<file path="config.mk">
export PLATFORM = sky130hd
export DESIGN_NAME = pfc_top
export DESIGN_NICKNAME = d
export VERILOG_FILES = /design/src/common/pfc_pkg.sv /design/src/common/pfc_gen_if.sv /design/src/verilog/pfc_top.sv /design/src/verilog/pfc_txgen.sv
export VERILOG_INCLUDE_DIRS = /design/src /design/src/common
export SDC_FILE = /design/constraint.sdc
export NUM_CORES = 2
export LEC_CHECK = 0
export BUFFER_PORTS_ARGS = -buffer_cell sky130_fd_sc_hd__buf_2
export CORE_ASPECT_RATIO = 0.75
export CORE_MARGIN = 1
export CORE_UTILIZATION = 50
export DETAILED_ROUTE_END_ITERATION = 10
export PLACE_DENSITY = 0.66
export SLEW_MARGIN = 10
export SYNTH_ARGS = -nofsm -noshare
export SYNTH_HDL_FRONTEND = slang
export SYNTH_SLANG_ARGS = --single-unit
export TNS_END_PERCENT = 5
</file>
<file path="constraint.sdc">
create_clock -name clk_i -period 4.54 [get_ports clk_i]
set_clock_uncertainty 0.2 [all_clocks]
set_input_delay 0.681 -clock clk_i [delete_from_list [all_inputs] [get_ports clk_i]]
set_output_delay 0.681 -clock clk_i [all_outputs]
set_load 0.005 [all_outputs]
</file>
<file path="src/common/pfc_params.svh">
// constants of the priority pause flow control block
`ifndef PFC_PARAMS_SVH
`define PFC_PARAMS_SVH
// register byte offsets
`define PFC_OFF_NCR    8'h00
`define PFC_OFF_NCFG   8'h04
`define PFC_OFF_ISR    8'h08
`define PFC_OFF_IMR    8'h0c
`define PFC_OFF_SA1L   8'h10
`define PFC_OFF_SA1H   8'h14
`define PFC_OFF_TXPFC  8'h18
`define PFC_OFF_RXCNT  8'h1c
`define PFC_OFF_TXCNT  8'h20
`define PFC_OFF_STAT   8'h24
`define PFC_OFF_PTIME  8'h40
// field positions
`define PFC_NCR_TXEN   3
`define PFC_NCR_PFCRX  16
`define PFC_NCR_PFCTX  17
`define PFC_NCFG_SPD   0
`define PFC_NCFG_FD    1
`define PFC_NCFG_RTY   12
`define PFC_ISR_PNZ    12
`define PFC_ISR_PZ     13
`define PFC_ISR_PTX    14
`define PFC_TXPFC_ZQ   12
`define PFC_TXPFC_QLO  16
// reset values
`define PFC_RST_REG    32'h0000_0000
`define PFC_RST_CNT    16'h0000
// frame constants
`define PFC_DA_RSVD    48'h0180_c200_0001
`define PFC_TYPE_CTL   16'h8808
`define PFC_OP_PFC     16'h0101
`define PFC_OP_CLASSIC 16'h0001
// byte positions in a pause frame
`define PFC_POS_TYPE   6'd12
`define PFC_POS_OP     6'd14
`define PFC_POS_PEV    6'd16
`define PFC_POS_TIME   6'd18
`define PFC_POS_LAST   6'd33
// timing
`define PFC_QUANTUM_BITS 512
`define PFC_BIT_NS_FAST  10
`define PFC_BIT_NS_SLOW  100
`define PFC_CLK_NS       10
`endif

</file>
<file path="src/common/pfc_pkg.sv">
// types of the priority pause flow control block
package pfc_pkg;
   typedef enum logic [1:0] {
      PFC_TX_IDLE = 2'b00,
      PFC_TX_WAIT = 2'b01,
      PFC_TX_SEND = 2'b10
   } pfc_tx_state_t;
   typedef logic [15:0] pfc_time_t;
endpackage

</file>
<file path="src/common/pfc_gen_if.sv">
// link between register side and pause frame generator
`timescale 1ns/10ps
`default_nettype none
interface pfc_gen_if;
   logic        req;
   logic        done;
   logic [7:0]  pev;
   logic        zero_q;
   logic [15:0] quantum;
   logic [47:0] sa;
   modport ctl (output req, output pev, output zero_q, output quantum, output sa, input done);
   modport gen (input req, input pev, input zero_q, input quantum, input sa, output done);
endinterface
`default_nettype wire

</file>
<file path="src/verilog/pfc_top.sv">
// priority pause flow control: register slave, pause receive and pause counters
//
// Operation
// - pfc frames are decoded only while pfc receive enable is set
// - before negotiation both classic and pfc pause frames match
// - after one pfc frame matches, classic pause frames are ignored
// - valid pfc frame loads counters of enabled priorities, even mid pause
// - nonzero quantum sets status bit 12, zero sets 13; masked to irq
// - counters load only in full duplex; half duplex still flags
// - destination must be specific address 1 or reserved multicast
// - type must be 8808 and opcode pfc pause
// - frames with fcs or other errors are discarded
// - each valid pause frame bumps the received counter
// - loaded counters decrement every 512 bit times from frame end
// - retry test: decrement per receive line clock once transmit stops
// - a counter reaching zero sets status bit 13
// - writing control bit 17 sends pfc frame if full duplex and tx on
// - sent frame fields come from the transmit pfc pause register
// - send at once when idle, else between current and next frame
// - sent frame: reserved destination, specific address 1, 8808, 0101
// - after sending, set status bit 14 and bump transmitted counter
// - software pause frames pass the normal transmit path untouched
// - zero quantum control bit 12 sends pause times of zero
`timescale 1ns/10ps
`default_nettype none
`include "pfc_params.svh"
module pfc_top #(
   parameter int unsigned P_QCYC_FAST = `PFC_QUANTUM_BITS * `PFC_BIT_NS_FAST / `PFC_CLK_NS,
   parameter int unsigned P_QCYC_SLOW = `PFC_QUANTUM_BITS * `PFC_BIT_NS_SLOW / `PFC_CLK_NS
) (
   input  wire logic        clk_i,
   input  wire logic        reset_i,
   input  wire logic [7:0]  avs_address_i,
   input  wire logic        avs_read_i,
   input  wire logic        avs_write_i,
   input  wire logic [31:0] avs_writedata_i,
   input  wire logic [3:0]  avs_byteenable_i,
   output logic [31:0]      avs_readdata_o,
   output logic             avs_waitrequest_o,
   input  wire logic        rx_valid_i,
   input  wire logic [7:0]  rx_data_i,
   input  wire logic        rx_sof_i,
   input  wire logic        rx_eof_i,
   input  wire logic        rx_err_i,
   input  wire logic        receive_line_clock_i,
   input  wire logic        mac_tx_busy_i,
   input  wire logic        tx_ready_i,
   output logic             tx_valid_o,
   output logic [7:0]       tx_data_o,
   output logic             tx_last_o,
   output logic             tx_hold_o,
   output logic [7:0]       paused_o,
   output logic             irq_o
);

   pfc_gen_if g ();

   logic [31:0]        ncr_r, ncfg_r, isr_r, imr_r, sa1l_r, sa1h_r, txpfc_r;
   logic [31:0]        rxcnt_r, txcnt_r;
   logic               acc, wr_acc, tx_req;
   logic               negotiated_r;
   logic [5:0]         idx_r;
   logic [47:0]        da_r;
   logic [15:0]        type_r, op_r, pev_r;
   pfc_pkg::pfc_time_t tm_r [8];
   logic               done_r, err_r;
   logic               da_ok, is_pfc, is_cls, accept, nonzero, load_en, isr_rd;
   logic [12:0]        presc_r;
   logic               tick, rlc_d_r, zero_evt;
   logic [7:0]         hit_zero;
   pfc_pkg::pfc_time_t cnt_r [8];

   // true when an address selects a given register
   function automatic logic sel(input logic [7:0] a, input logic [7:0] off);
      sel = (a == off);
   endfunction

   // merge write data under byte enables
   function automatic logic [31:0] merge(input logic [31:0] o, input logic [31:0] n,
                                         input logic [3:0] be);
      for (int b = 0; b < 4; b++) merge[8*b +: 8] = be[b] ? n[8*b +: 8] : o[8*b +: 8];
   endfunction

   // bus handshake: one wait cycle, access at the low edge
   always_ff @(posedge clk_i) begin
      if (reset_i) avs_waitrequest_o <= 1'b1;
      else if ((avs_read_i || avs_write_i) && avs_waitrequest_o) avs_waitrequest_o <= 1'b0;
      else avs_waitrequest_o <= 1'b1;
   end
   assign acc    = (avs_read_i || avs_write_i) && !avs_waitrequest_o;
   assign wr_acc = acc && avs_write_i;

   // read data prepared in the wait cycle
   always_ff @(posedge clk_i) begin
      if (reset_i) avs_readdata_o <= 32'h0000_0000;
      else if (avs_read_i && avs_waitrequest_o) begin
         unique case (avs_address_i)
            `PFC_OFF_NCR:   avs_readdata_o <= ncr_r & ~(32'h1 << `PFC_NCR_PFCTX);
            `PFC_OFF_NCFG:  avs_readdata_o <= ncfg_r;
            `PFC_OFF_ISR:   avs_readdata_o <= isr_r;
            `PFC_OFF_IMR:   avs_readdata_o <= imr_r;
            `PFC_OFF_SA1L:  avs_readdata_o <= sa1l_r;
            `PFC_OFF_SA1H:  avs_readdata_o <= sa1h_r;
            `PFC_OFF_TXPFC: avs_readdata_o <= txpfc_r;
            `PFC_OFF_RXCNT: avs_readdata_o <= rxcnt_r;
            `PFC_OFF_TXCNT: avs_readdata_o <= txcnt_r;
            `PFC_OFF_STAT:  avs_readdata_o <= {31'h0, negotiated_r};
            default: begin
               if (avs_address_i[7:5] == 3'b010 && avs_address_i[1:0] == 2'b00)
                  avs_readdata_o <= {16'h0000, cnt_r[avs_address_i[4:2]]};
               else avs_readdata_o <= 32'h0000_0000;
            end
         endcase
      end
   end

   // software written configuration
   always_ff @(posedge clk_i) begin
      if (reset_i) begin
         ncr_r   <= `PFC_RST_REG;
         ncfg_r  <= `PFC_RST_REG;
         imr_r   <= `PFC_RST_REG;
         sa1l_r  <= `PFC_RST_REG;
         sa1h_r  <= `PFC_RST_REG;
         txpfc_r <= `PFC_RST_REG;
      end else if (wr_acc) begin
         if (sel(avs_address_i, `PFC_OFF_NCR))
            ncr_r <= merge(ncr_r, avs_writedata_i, avs_byteenable_i);
         if (sel(avs_address_i, `PFC_OFF_NCFG))
            ncfg_r <= merge(ncfg_r, avs_writedata_i, avs_byteenable_i);
         if (sel(avs_address_i, `PFC_OFF_IMR))
            imr_r <= merge(imr_r, avs_writedata_i, avs_byteenable_i);
         if (sel(avs_address_i, `PFC_OFF_SA1L))
            sa1l_r <= merge(sa1l_r, avs_writedata_i, avs_byteenable_i);
         if (sel(avs_address_i, `PFC_OFF_SA1H))
            sa1h_r <= merge(sa1h_r, avs_writedata_i, avs_byteenable_i) & 32'h0000_ffff;
         if (sel(avs_address_i, `PFC_OFF_TXPFC))
            txpfc_r <= merge(txpfc_r, avs_writedata_i, avs_byteenable_i);
      end
   end

   // transmit request only in full duplex with transmitter on
   assign tx_req = wr_acc && sel(avs_address_i, `PFC_OFF_NCR) && avs_byteenable_i[2]
                   && avs_writedata_i[`PFC_NCR_PFCTX] && ncfg_r[`PFC_NCFG_FD]
                   && ncr_r[`PFC_NCR_TXEN];

   // generator fed from transmit pfc register
   always_ff @(posedge clk_i) begin
      if (reset_i) g.req <= 1'b0;
      else g.req <= tx_req;
   end
   assign g.pev     = txpfc_r[7:0];
   assign g.zero_q  = txpfc_r[`PFC_TXPFC_ZQ];
   assign g.quantum = txpfc_r[`PFC_TXPFC_QLO +: 16];
   assign g.sa      = {sa1h_r[15:0], sa1l_r};

   // receive byte position and field capture
   always_ff @(posedge clk_i) begin
      if (reset_i) begin
         idx_r  <= 6'd0;
         da_r   <= 48'h0;
         type_r <= 16'h0;
         op_r   <= 16'h0;
         pev_r  <= 16'h0;
      end else if (rx_valid_i) begin
         idx_r <= rx_sof_i ? 6'd1 : (idx_r == 6'd63 ? idx_r : idx_r + 6'd1);
         if (rx_sof_i) da_r <= {40'h0, rx_data_i};
         else if (idx_r < 6'd6) da_r <= {da_r[39:0], rx_data_i};
         if (idx_r == `PFC_POS_TYPE || idx_r == `PFC_POS_TYPE + 6'd1)
            type_r <= {type_r[7:0], rx_data_i};
         if (idx_r == `PFC_POS_OP || idx_r == `PFC_POS_OP + 6'd1)
            op_r <= {op_r[7:0], rx_data_i};
         if (idx_r == `PFC_POS_PEV || idx_r == `PFC_POS_PEV + 6'd1)
            pev_r <= {pev_r[7:0], rx_data_i};
      end
   end

   // pause time fields, two bytes each
   for (genvar i = 0; i < 8; i++) begin : g_time
      always_ff @(posedge clk_i) begin
         if (reset_i) tm_r[i] <= `PFC_RST_CNT;
         else if (rx_valid_i && (idx_r == `PFC_POS_TIME + 6'(2*i) ||
                                 idx_r == `PFC_POS_TIME + 6'(2*i+1)))
            tm_r[i] <= {tm_r[i][7:0], rx_data_i};
      end
   end

   // end of frame marker with its error flag
   always_ff @(posedge clk_i) begin
      if (reset_i) begin
         done_r <= 1'b0;
         err_r  <= 1'b0;
      end else begin
         done_r <= rx_valid_i && rx_eof_i;
         err_r  <= rx_err_i;
      end
   end

   assign da_ok  = (da_r == `PFC_DA_RSVD) || (da_r == {sa1h_r[15:0], sa1l_r});
   assign is_pfc = (op_r == `PFC_OP_PFC);
   assign is_cls = (op_r == `PFC_OP_CLASSIC);
   assign accept = done_r && !err_r && ncr_r[`PFC_NCR_PFCRX] && da_ok
                   && type_r == `PFC_TYPE_CTL && (is_pfc || (is_cls && !negotiated_r));
   always_comb begin
      nonzero = 1'b0;
      for (int i = 0; i < 8; i++) if (pev_r[i] && tm_r[i] != 16'h0) nonzero = 1'b1;
      if (is_cls) nonzero = (pev_r != 16'h0);
   end
   assign load_en = accept && ncfg_r[`PFC_NCFG_FD];

   always_ff @(posedge clk_i) begin
      if (reset_i) negotiated_r <= 1'b0;
      else if (accept && is_pfc) negotiated_r <= 1'b1;
   end

   // 512 bit time prescaler restarts on load
   always_ff @(posedge clk_i) begin
      if (reset_i) presc_r <= 13'd0;
      else if (load_en || presc_r == 13'd0)
         presc_r <= ncfg_r[`PFC_NCFG_SPD] ? 13'(P_QCYC_FAST - 1) : 13'(P_QCYC_SLOW - 1);
      else presc_r <= presc_r - 13'd1;
   end

   // receive line clock edge sampling
   always_ff @(posedge clk_i) begin
      if (reset_i) rlc_d_r <= 1'b0;
      else rlc_d_r <= receive_line_clock_i;
   end

   // test mode tick on line clock once transmit stops
   assign tick = ncfg_r[`PFC_NCFG_RTY] ? (receive_line_clock_i && !rlc_d_r && !mac_tx_busy_i)
                                       : (presc_r == 13'd0 && !load_en);

   for (genvar i = 0; i < 8; i++) begin : g_cnt
      always_ff @(posedge clk_i) begin
         if (reset_i) cnt_r[i] <= `PFC_RST_CNT;
         else if (load_en && is_pfc && pev_r[i]) cnt_r[i] <= tm_r[i];
         else if (load_en && is_cls) cnt_r[i] <= pev_r;
         else if (tick && cnt_r[i] != 16'h0) cnt_r[i] <= cnt_r[i] - 16'd1;
      end
      assign hit_zero[i] = tick && cnt_r[i] == 16'd1 && !(load_en && (is_cls || pev_r[i]));
   end
   assign zero_evt = |hit_zero;

   // paused priorities shown to the transmit scheduler
   always_ff @(posedge clk_i) begin
      if (reset_i) paused_o <= 8'h00;
      else for (int i = 0; i < 8; i++) paused_o[i] <= cnt_r[i] != 16'h0;
   end

   // sticky status, clear on read, set wins
   // a read clears only the bits it returned, so an event in the wait cycle is kept
   assign isr_rd = acc && avs_read_i && sel(avs_address_i, `PFC_OFF_ISR);
   always_ff @(posedge clk_i) begin
      if (reset_i) isr_r <= `PFC_RST_REG;
      else begin
         isr_r <= isr_rd ? (isr_r & ~avs_readdata_o) : isr_r;
         isr_r[`PFC_ISR_PNZ] <= (accept && nonzero) ||
            (isr_r[`PFC_ISR_PNZ] && !(isr_rd && avs_readdata_o[`PFC_ISR_PNZ]));
         isr_r[`PFC_ISR_PZ]  <= (accept && !nonzero) || zero_evt ||
            (isr_r[`PFC_ISR_PZ] && !(isr_rd && avs_readdata_o[`PFC_ISR_PZ]));
         isr_r[`PFC_ISR_PTX] <= g.done ||
            (isr_r[`PFC_ISR_PTX] && !(isr_rd && avs_readdata_o[`PFC_ISR_PTX]));
      end
   end

   always_ff @(posedge clk_i) begin
      if (reset_i) irq_o <= 1'b0;
      else irq_o <= |(isr_r & imr_r);
   end

   always_ff @(posedge clk_i) begin
      if (reset_i) begin
         rxcnt_r <= `PFC_RST_REG;
         txcnt_r <= `PFC_RST_REG;
      end else begin
         if (accept) rxcnt_r <= rxcnt_r + 32'd1;
         if (g.done) txcnt_r <= txcnt_r + 32'd1;
      end
   end

   pfc_txgen u_txgen (
      .clk_i         (clk_i),
      .reset_i       (reset_i),
      .g             (g.gen),
      .mac_tx_busy_i (mac_tx_busy_i),
      .tx_ready_i    (tx_ready_i),
      .tx_valid_o    (tx_valid_o),
      .tx_data_o     (tx_data_o),
      .tx_last_o     (tx_last_o),
      .tx_hold_o     (tx_hold_o)
   );
endmodule // pfc_top
`default_nettype wire

</file>
<file path="src/verilog/pfc_txgen.sv">
// pause frame generator inserted between transmit frames
`timescale 1ns/10ps
`default_nettype none
`include "pfc_params.svh"
module pfc_txgen (
   input  wire logic  clk_i,
   input  wire logic  reset_i,
   pfc_gen_if.gen     g,
   input  wire logic  mac_tx_busy_i,
   input  wire logic  tx_ready_i,
   output logic       tx_valid_o,
   output logic [7:0] tx_data_o,
   output logic       tx_last_o,
   output logic       tx_hold_o
);
   pfc_pkg::pfc_tx_state_t state_r;
   logic [5:0]             idx_r;
   logic                   adv;

   // byte of the generated frame at a position
   function automatic logic [7:0] frame_byte(input logic [5:0] i);
      logic [15:0] t;
      t = g.zero_q ? 16'h0000 : g.quantum;
      if (i < 6'd6) frame_byte = 8'(`PFC_DA_RSVD >> (8 * (5 - i)));
      else if (i < `PFC_POS_TYPE) frame_byte = 8'(g.sa >> (8 * (11 - i)));
      else if (i < `PFC_POS_OP) frame_byte = 8'(`PFC_TYPE_CTL >> (8 * (13 - i)));
      else if (i < `PFC_POS_PEV) frame_byte = 8'(`PFC_OP_PFC >> (8 * (15 - i)));
      else if (i == `PFC_POS_PEV) frame_byte = 8'h00;
      else if (i < `PFC_POS_TIME) frame_byte = g.pev;
      else if (!g.pev[3'((i - `PFC_POS_TIME) >> 1)]) frame_byte = 8'h00;
      else if (i[0] == 1'b0) frame_byte = t[15:8];
      else frame_byte = t[7:0];
   endfunction

   assign adv = (state_r == pfc_pkg::PFC_TX_SEND) && tx_ready_i;

   // state and byte position
   always_ff @(posedge clk_i) begin
      if (reset_i) begin
         state_r <= pfc_pkg::PFC_TX_IDLE;
         idx_r   <= 6'd0;
      end else begin
         unique case (state_r)
            pfc_pkg::PFC_TX_IDLE: begin
               if (g.req) state_r <= pfc_pkg::PFC_TX_WAIT;
            end
            pfc_pkg::PFC_TX_WAIT: begin
               if (!mac_tx_busy_i) begin
                  state_r <= pfc_pkg::PFC_TX_SEND;
                  idx_r   <= 6'd0;
               end
            end
            pfc_pkg::PFC_TX_SEND: begin
               if (adv && idx_r == `PFC_POS_LAST) state_r <= pfc_pkg::PFC_TX_IDLE;
               else if (adv) idx_r <= idx_r + 6'd1;
            end
         endcase
      end
   end

   always_ff @(posedge clk_i) begin
      if (reset_i) begin
         tx_valid_o <= 1'b0;
         tx_data_o  <= 8'h00;
         tx_last_o  <= 1'b0;
         g.done     <= 1'b0;
      end else begin
         g.done <= adv && idx_r == `PFC_POS_LAST;
         if (state_r == pfc_pkg::PFC_TX_WAIT && !mac_tx_busy_i) begin
            tx_valid_o <= 1'b1;
            tx_data_o  <= frame_byte(6'd0);
            tx_last_o  <= 1'b0;
         end else if (adv && idx_r == `PFC_POS_LAST) begin
            tx_valid_o <= 1'b0;
            tx_last_o  <= 1'b0;
         end else if (adv) begin
            tx_data_o <= frame_byte(idx_r + 6'd1);
            tx_last_o <= (idx_r + 6'd1) == `PFC_POS_LAST;
         end
      end
   end

   // hold off the next queued frame
   always_ff @(posedge clk_i) begin
      if (reset_i) tx_hold_o <= 1'b0;
      else tx_hold_o <= (state_r != pfc_pkg::PFC_TX_IDLE) || g.req;
   end
endmodule // pfc_txgen
`default_nettype wire
</file>
* Word level (Yosys, flattened, before mapping)
Memories as Yosys holds them, arrays and structs flattened.
Cells that the tools add are included.
** Storage, ports and cells
- Register bits after elaboration :: 454
- RAM bits :: 256
- Input port bits :: 63
- Output and inout port bits :: 53
- Logic and storage cells :: 564
- Memories :: 2
** Memory list
- cnt_r :: words 8, bits a word 16, rd ports 9, clocked after Yosys merged registers in 0, wr ports 8, line pfc_top.sv:71 : pfc_pkg::pfc_time_t cnt_r [8];
- tm_r :: words 8, bits a word 16, rd ports 8, clocked after Yosys merged registers in 0, wr ports 8, line pfc_top.sv:65 : pfc_pkg::pfc_time_t tm_r [8];
** Operators by class
- $add $sub $neg :: 18
- Order comparisons :: 7
- Eq/ne operators :: 58
- Shift operators :: 4
- Mux-type cells :: 190
- Bitwise gates (word level) :: 36
- Reductions and logical operators :: 200
** Operators by type and width (number)
- two-way mux 16 bit :: 34
- one-hot mux 32 bit (10 select lines) :: 1
- nonzero test 16 bit :: 17
- == test 16 x 1 -> 1 bit (second input constant) :: 9
- two-way mux 1 bit :: 132
- subtractor 16 x 1 -> 16 bit (second input constant) :: 8
- == test 6 x 5 -> 1 bit (second input constant) :: 17
- two-way mux 48 bit :: 2
- logical AND 1 bit :: 93
- AND reduction 3 bit :: 23
- adder 32 x 1 -> 32 bit (second input constant) :: 2
- AND 32 bit :: 2
- two-way mux 8 bit :: 8
- == test 48 x 41 -> 1 bit (second input constant) :: 1
- == test 48 bit :: 1
- >> shifter 48 x 32 -> 8 bit :: 1
- >> shifter 41 x 32 -> 8 bit (first input constant) :: 1
- == test 8 x 5 -> 1 bit (second input constant) :: 4
- NOT 32 bit :: 1
- OR 1 bit :: 32
- OR reduction 32 bit :: 1
- >> shifter 16 x 32 -> 8 bit (first input constant) :: 1
- >> shifter 9 x 32 -> 8 bit (first input constant) :: 1
- == test 6 bit (second input constant) :: 5
- other kinds (38) :: 116

* Longest topological paths before layout
- Word-level depth :: 17
- Mapped depth :: 12
- Gate-level depth less buffers :: 11

* Modules after synthesis
A second synthesis with hierarchy kept.
** Second synthesis, totals
- Cell total of the unflattened synthesis :: 3887
- Area, all modules :: 35555.4 sq um
** By module, submodules not included
- pfc_top :: instances 1, cells each 3544, area each 32997.9 sq um, seq. area each 16355.7 sq um
- pfc_txgen :: instances 1, cells each 343, area each 2557.5 sq um, seq. area each 400.4 sq um

* Worst setup path before layout
No wires, ideal clock.
- Kind :: register to register
- Start point :: register u_txgen.idx_r[0]
- End point :: register u_txgen.tx_data_o[0]
- Setup time :: 122 ps
- Data arrival time :: 3090 ps
- Data required time :: 4218 ps
- Path slack :: 1129 ps
- Stages on the path, launching flop included :: 13
- Buffers on the path :: 2
- Period minus slack after synthesis :: 3411 ps
- Cells stage by stage :: dfxtp_1 clkbuf_1 inv_1 ha_1 clkbuf_1 inv_2 ha_1 xnor2_1 mux2i_1 nor3_1 o21ai_0 a31oi_1 o311a_1
** On the way
- Cells in the longest elaborated chain, start to end :: 14
- Elaborated cells between the ends (all ways) :: 33
- Those cells by class :: add/sub: 6; order compare: 5; eq/ne: 3; shift: 4; mux: 13; reduce/logical: 2
** RTL lines
- from (decl) :: line pfc_txgen.sv:17 : logic [5:0] idx_r;
- from (signal assigned) :: line pfc_txgen.sv:55 : else if (adv) idx_r <= idx_r + 6'd1;
- adder 6 x 1 -> 6 bit :: line pfc_txgen.sv:77 : tx_data_o <= frame_byte(idx_r + 6'd1);
- subtractor 4 x 2 -> 4 bit (no line)
- binary-select mux 1 bit (select 3 bit) :: line pfc_txgen.sv:30 : else if (!g.pev[3'((i - `PFC_POS_TIME) >> 1)]) frame_byte = 8'h00;
- two-way mux 1 bit :: line pfc_txgen.sv:30
- two-way mux 8 bit :: line pfc_txgen.sv:30
- two-way mux 8 bit :: line pfc_txgen.sv:29 : else if (i < `PFC_POS_TIME) frame_byte = g.pev;
- two-way mux 8 bit :: line pfc_txgen.sv:28 : else if (i == `PFC_POS_PEV) frame_byte = 8'h00;
- two-way mux 8 bit :: line pfc_txgen.sv:27 : else if (i < `PFC_POS_PEV) frame_byte = 8'(`PFC_OP_PFC >> (8 * (15 - i)));
- two-way mux 8 bit :: line pfc_txgen.sv:26 : else if (i < `PFC_POS_OP) frame_byte = 8'(`PFC_TYPE_CTL >> (8 * (13 - i)));
- two-way mux 8 bit :: line pfc_txgen.sv:25 : else if (i < `PFC_POS_TYPE) frame_byte = 8'(g.sa >> (8 * (11 - i)));
- two-way mux 8 bit :: line pfc_txgen.sv:24 : if (i < 6'd6) frame_byte = 8'(`PFC_DA_RSVD >> (8 * (5 - i)));
- two-way mux 1 bit :: line pfc_txgen.sv:76 : end else if (adv) begin
- two-way mux 1 bit :: line pfc_txgen.sv:73 : end else if (adv && idx_r == `PFC_POS_LAST) begin
- two-way mux 1 bit :: line pfc_txgen.sv:69 : if (state_r == pfc_pkg::PFC_TX_WAIT && !mac_tx_busy_i) begin
- to (signal assigned) :: line pfc_txgen.sv:71 : tx_data_o <= frame_byte(6'd0);
- to (signal assigned) :: line pfc_txgen.sv:77
- to (decl) :: line pfc_txgen.sv:12 : output logic [7:0] tx_data_o,
Parallel ways exist; a longest one is shown, timed or not. The select of a mux whose other input is x is not followed.
A chain may end at the register's enable or synchronous reset.

==> summary.md <==
| Metric | Value |
|---|---|
| Synth Area in Compound Gates | `16.0%` |
| Final worst slack | `538 ps` |
| Total global-route track usage | `38.2%` |
| Mapped Cells | `3772` |
| Initial antenna violation count | `8` |
| Synth area leaders | `dfxtp_1 26%, edfxtp_1 22%, nand2_1 6.0%, a21oi_1 5.3%, a22oi_1 3.4%` |
| Achievable frequency | `250 MHz` |
| Routability Congestion | `1.04` |
| Slew HR | `27.8%` |
| Syn_nets | `3878` |
| Worst-Margin Slew | `1070 ps` |
| Crit-path max cell delay | `610 ps` |
| Cell Rows | `83` |
| Initial Util | `51.0%` |
| Final worst path period share | `88.1%` |
| Pwr Density | `400 mW/mm2` |
| Die Y | `232 um` |
| Synthesis-to-layout area growth | `12.1%` |
| Uppermost layer routed | `met5` |
| Worst IR Drop VDD | `0.300 mV` |
| CTS clock-pin slew for the worst setup and hold paths | `60 ps` |
| Clock buffer count from CTS | `73` |
| Worst setup SP type | `flop` |
| Top-count cell post-synth | `nand2_1` |
| Crit path cell chain | `xor2_1 -> nor4_1 -> and4_1 -> a31oi_2 -> or4_1 -> a2bb2oi_4 -> buf_12 -> or2_2 -> o211ai_1 -> buf_4` |
| Die area | `0.0715 mm2` |
| Drt drc | `0` |
| Routed WL | `139000 um` |
| Top cells by count, synth | `559 x nand2_1, 453 x dfxtp_1, 376 x a21oi_1` |
| Number of I/O pins | `116` |
| Required @ worst endpoint | `4730 ps` |
| Sw Share | `28.3%` |
| Sequential power share | `47.9%` |
| Total power | `15800 uW` |
| DR WL met2 | `50300 um` |
| DP Worst Slack | `672 ps` |
| Post-DP HPWL | `101000 um` |
| DR vias | `31700` |
| Root buffer cell | `clkbuf_16` |
| Cell taking the most area after synthesis | `dfxtp_1` |
| Final count of hold timing violations | `0` |
| Leakage | `0.0136 uW` |
| Switch Pwr | `4470 uW` |
| CTS tree | `built` |
| Worst-Skew Late Latency | `650 ps` |
| Max cap viols | `0` |
| CTS max path bufs | `3` |
| Port bufs | `115` |
| Worst path bufs/invs | `2` |
| Vias in the first global route | `27900` |
| Area share of the largest cell type after synthesis | `25.8%` |
| Cts repair resizes | `0` |
| WL met1 | `58900 um` |
| Post-synth EDFFs | `256` |
| CP top delay family | `simple AND/OR/NAND/NOR gates` |
| Largest net degree at the start of global routing | `130` |
| Met3 WL | `26600 um` |
| Max-slew violation count | `0` |
| Netlist Area Pre-Place | `0.0352 mm2` |
| Dominant synthesized flop cell | `dfxtp_1` |
| RSZ-0062 raised after global routing | `false` |
| Worst path depth | `10` |
| R2R depth | `10` |
| Synth warn | `0` |
| First-pass GRT wire length | `197000 um` |
| Share of layout cells above drive strength 1 | `12.0%` |
| Post-Synth XOR/XNOR Area | `5.53%` |
| Ys async rst share | `0%` |
| Gr ovfl total | `0` |
| Setup-failing EPs final | `0` |
| NumNets Final | `3932` |
| Core footprint | `0.0691 mm2` |
| Clock power share | `39.6%` |
| Critical path type | `reg -> reg` |
| Internal Power | `11300 uW` |
| Wirelength per Cell | `28.8 um` |
| Vias per cell | `6.58` |
| Crit path time final | `4000 ps` |
| Cell count of the worst hold path | `2` |
| Htree depth | `3` |
| Yosys cell types | `73` |
| Status | `finished, final reports clean` |
| Routed Antenna Nets | `0` |
| Logic pwr share | `12.5%` |
| Synth Area in Simple Gates | `20.9%` |
| Combinational family with the most area after synthesis | `simple AND/OR/NAND/NOR gates` |
| Seq/Total Area, Yosys | `47.6%` |
| Initial drt markers | `5209` |
| Mapped Avg Cell Area | `9.33 um2` |
| Setup TNS | `0 ps` |
| 1st-pass router iterations | `6` |
| Die outline width | `308 um` |
| Number of clock sinks | `709` |
| Crit Path Max Fanout | `36` |
| Worst EP arrival | `4190 ps` |
| Multiplexer area fraction after synthesis | `4.65%` |
| Hold_buf cts | `0` |
| Post-CTS Setup Repair Bufs | `0` |
| Slowest CP cell | `or4_1` |
| Hold crit path type | `in -> reg` |
| Adder-Cell Fraction of Synth Area | `1.53%` |
| Crit end category | `flop` |
| #FFs+latches synth | `709` |
==> stage by stage <==
step / utilization, % / cells / hold slack (ps) / instance area [um2]
after CTS: 57.1 / 4820 / 34.1 / 39400
after global placement: 53.5 / 4686 / 230 / 37000
after detailed placement: 53.5 / 4686 / 236 / 37000
final: 57.1 / 4823 / 60.3 / 39400
after global routing: 57.1 / 4820 / 71.2 / 39400
after floorplan: - / 3772 / 225 / 35200
==> registers in the layout (all words and copies together) (netlist names), 8 cells and up <==
name,count
avs_readdata_o,32
cnt_r,128
da_r,48
imr_r,32
isr_r,32
ncfg_r,32
ncr_r,31
op_r,16
paused_o,8
pev_r,16
presc_r,13
rxcnt_r,32
sa1h_r,16
sa1l_r,32
tm_r,128
txcnt_r,32
txpfc_r,32
type_r,16
u_txgen.tx_data_o,8
==> cell families after synthesis <==
| logic type | count (synthesis) |
|---|---|
| XOR/XNOR | 222 |
| AO/OA/AOI/OAI | 859 |
| adder cells (fa/ha/maj) | 43 |
| flip-flops | 709 |
| buffers and inverters | 311 |
| multiplexers | 108 |
| AND/OR/NAND/NOR | 1520 |
==> power by group through the flow <==
stage          combinational [uW]  sequential (uW)  clock [uW]
6_report                     1970             7540        6250
5_1_grt                      2100             7550        6510
4_1_cts                      1910             7480        6280
3_5_place_dp                 1890             7620           0
3_3_place_gp                 1900             7620           0
2_1_floorplan                1360             7370           0
==> layout by cell type, fill, tap and decap left out, types with 12 or more instances in the layout <==
cell type,count
o21ai_0,50
a221o_1,74
a211oi_1,12
nor4_1,117
and2_1,144
ha_1,43
clkbuf_1,17
xor2_1,105
nand2_1,558
and3_1,23
inv_1,50
nor2b_1,21
dfxtp_1,453
mux2i_1,43
buf_4,112
mux4_2,42
a22oi_1,158
a221oi_1,30
or3_1,14
nor4b_1,12
o22ai_1,21
buf_2,114
a31oi_1,29
a21oi_1,375
clkinv_2,16
edfxtp_1,256
or2_2,12
xnor2_1,117
mux2_2,23
nand4_1,35
or4_1,13
nor3_1,154
clkbuf_16,78
nand3_1,129
nor2_1,218
a22o_1,27
==> final cells by class <==
type	count	area, um2
inverters	52	195
well taps	935	1170
clock buffers	105	2150
clock inverters	29	295
multi-input cells	2752	17200
repair buffers	238	1650
flip-flops and latches	709	16800
fillers	6152	29600
diodes	3	7.51
==> worst paths after layout <==
check | from | slack [ps] | to
setup reg to reg | sa1l_r[31] | 540 | cnt_r[6][13]
hold reg to reg | avs_readdata_o[16] | 240 | isr_r[16]
setup / recovery | sa1l_r[31] | 540 | cnt_r[6][13]
hold / removal | rx_err_i | 60 | err_r
==> routing by layer <==
| metal | vias up | track usage (%) |
|---|---|---|
| met1 | 15200 | 56.9 |
| met3 | 235 | 21.9 |
| met4 | 10 | 8.78 |
| li1 | 13900 | - |
| met2 | 2306 | 45.7 |
| met5 | - | 1.03 |
==> worst register-to-register path: stages (launching register included) <==
cell and delay, ps:
dfxtp_1 530, xor2_1 160, nor4_1 450, and4_1 310, a31oi_2 230, or4_1 610, a2bb2oi_4 250, buf_12 240
or2_2 260, o211ai_1 210, buf_4 300
Note: power is estimated with default switching activity, not from simulation.
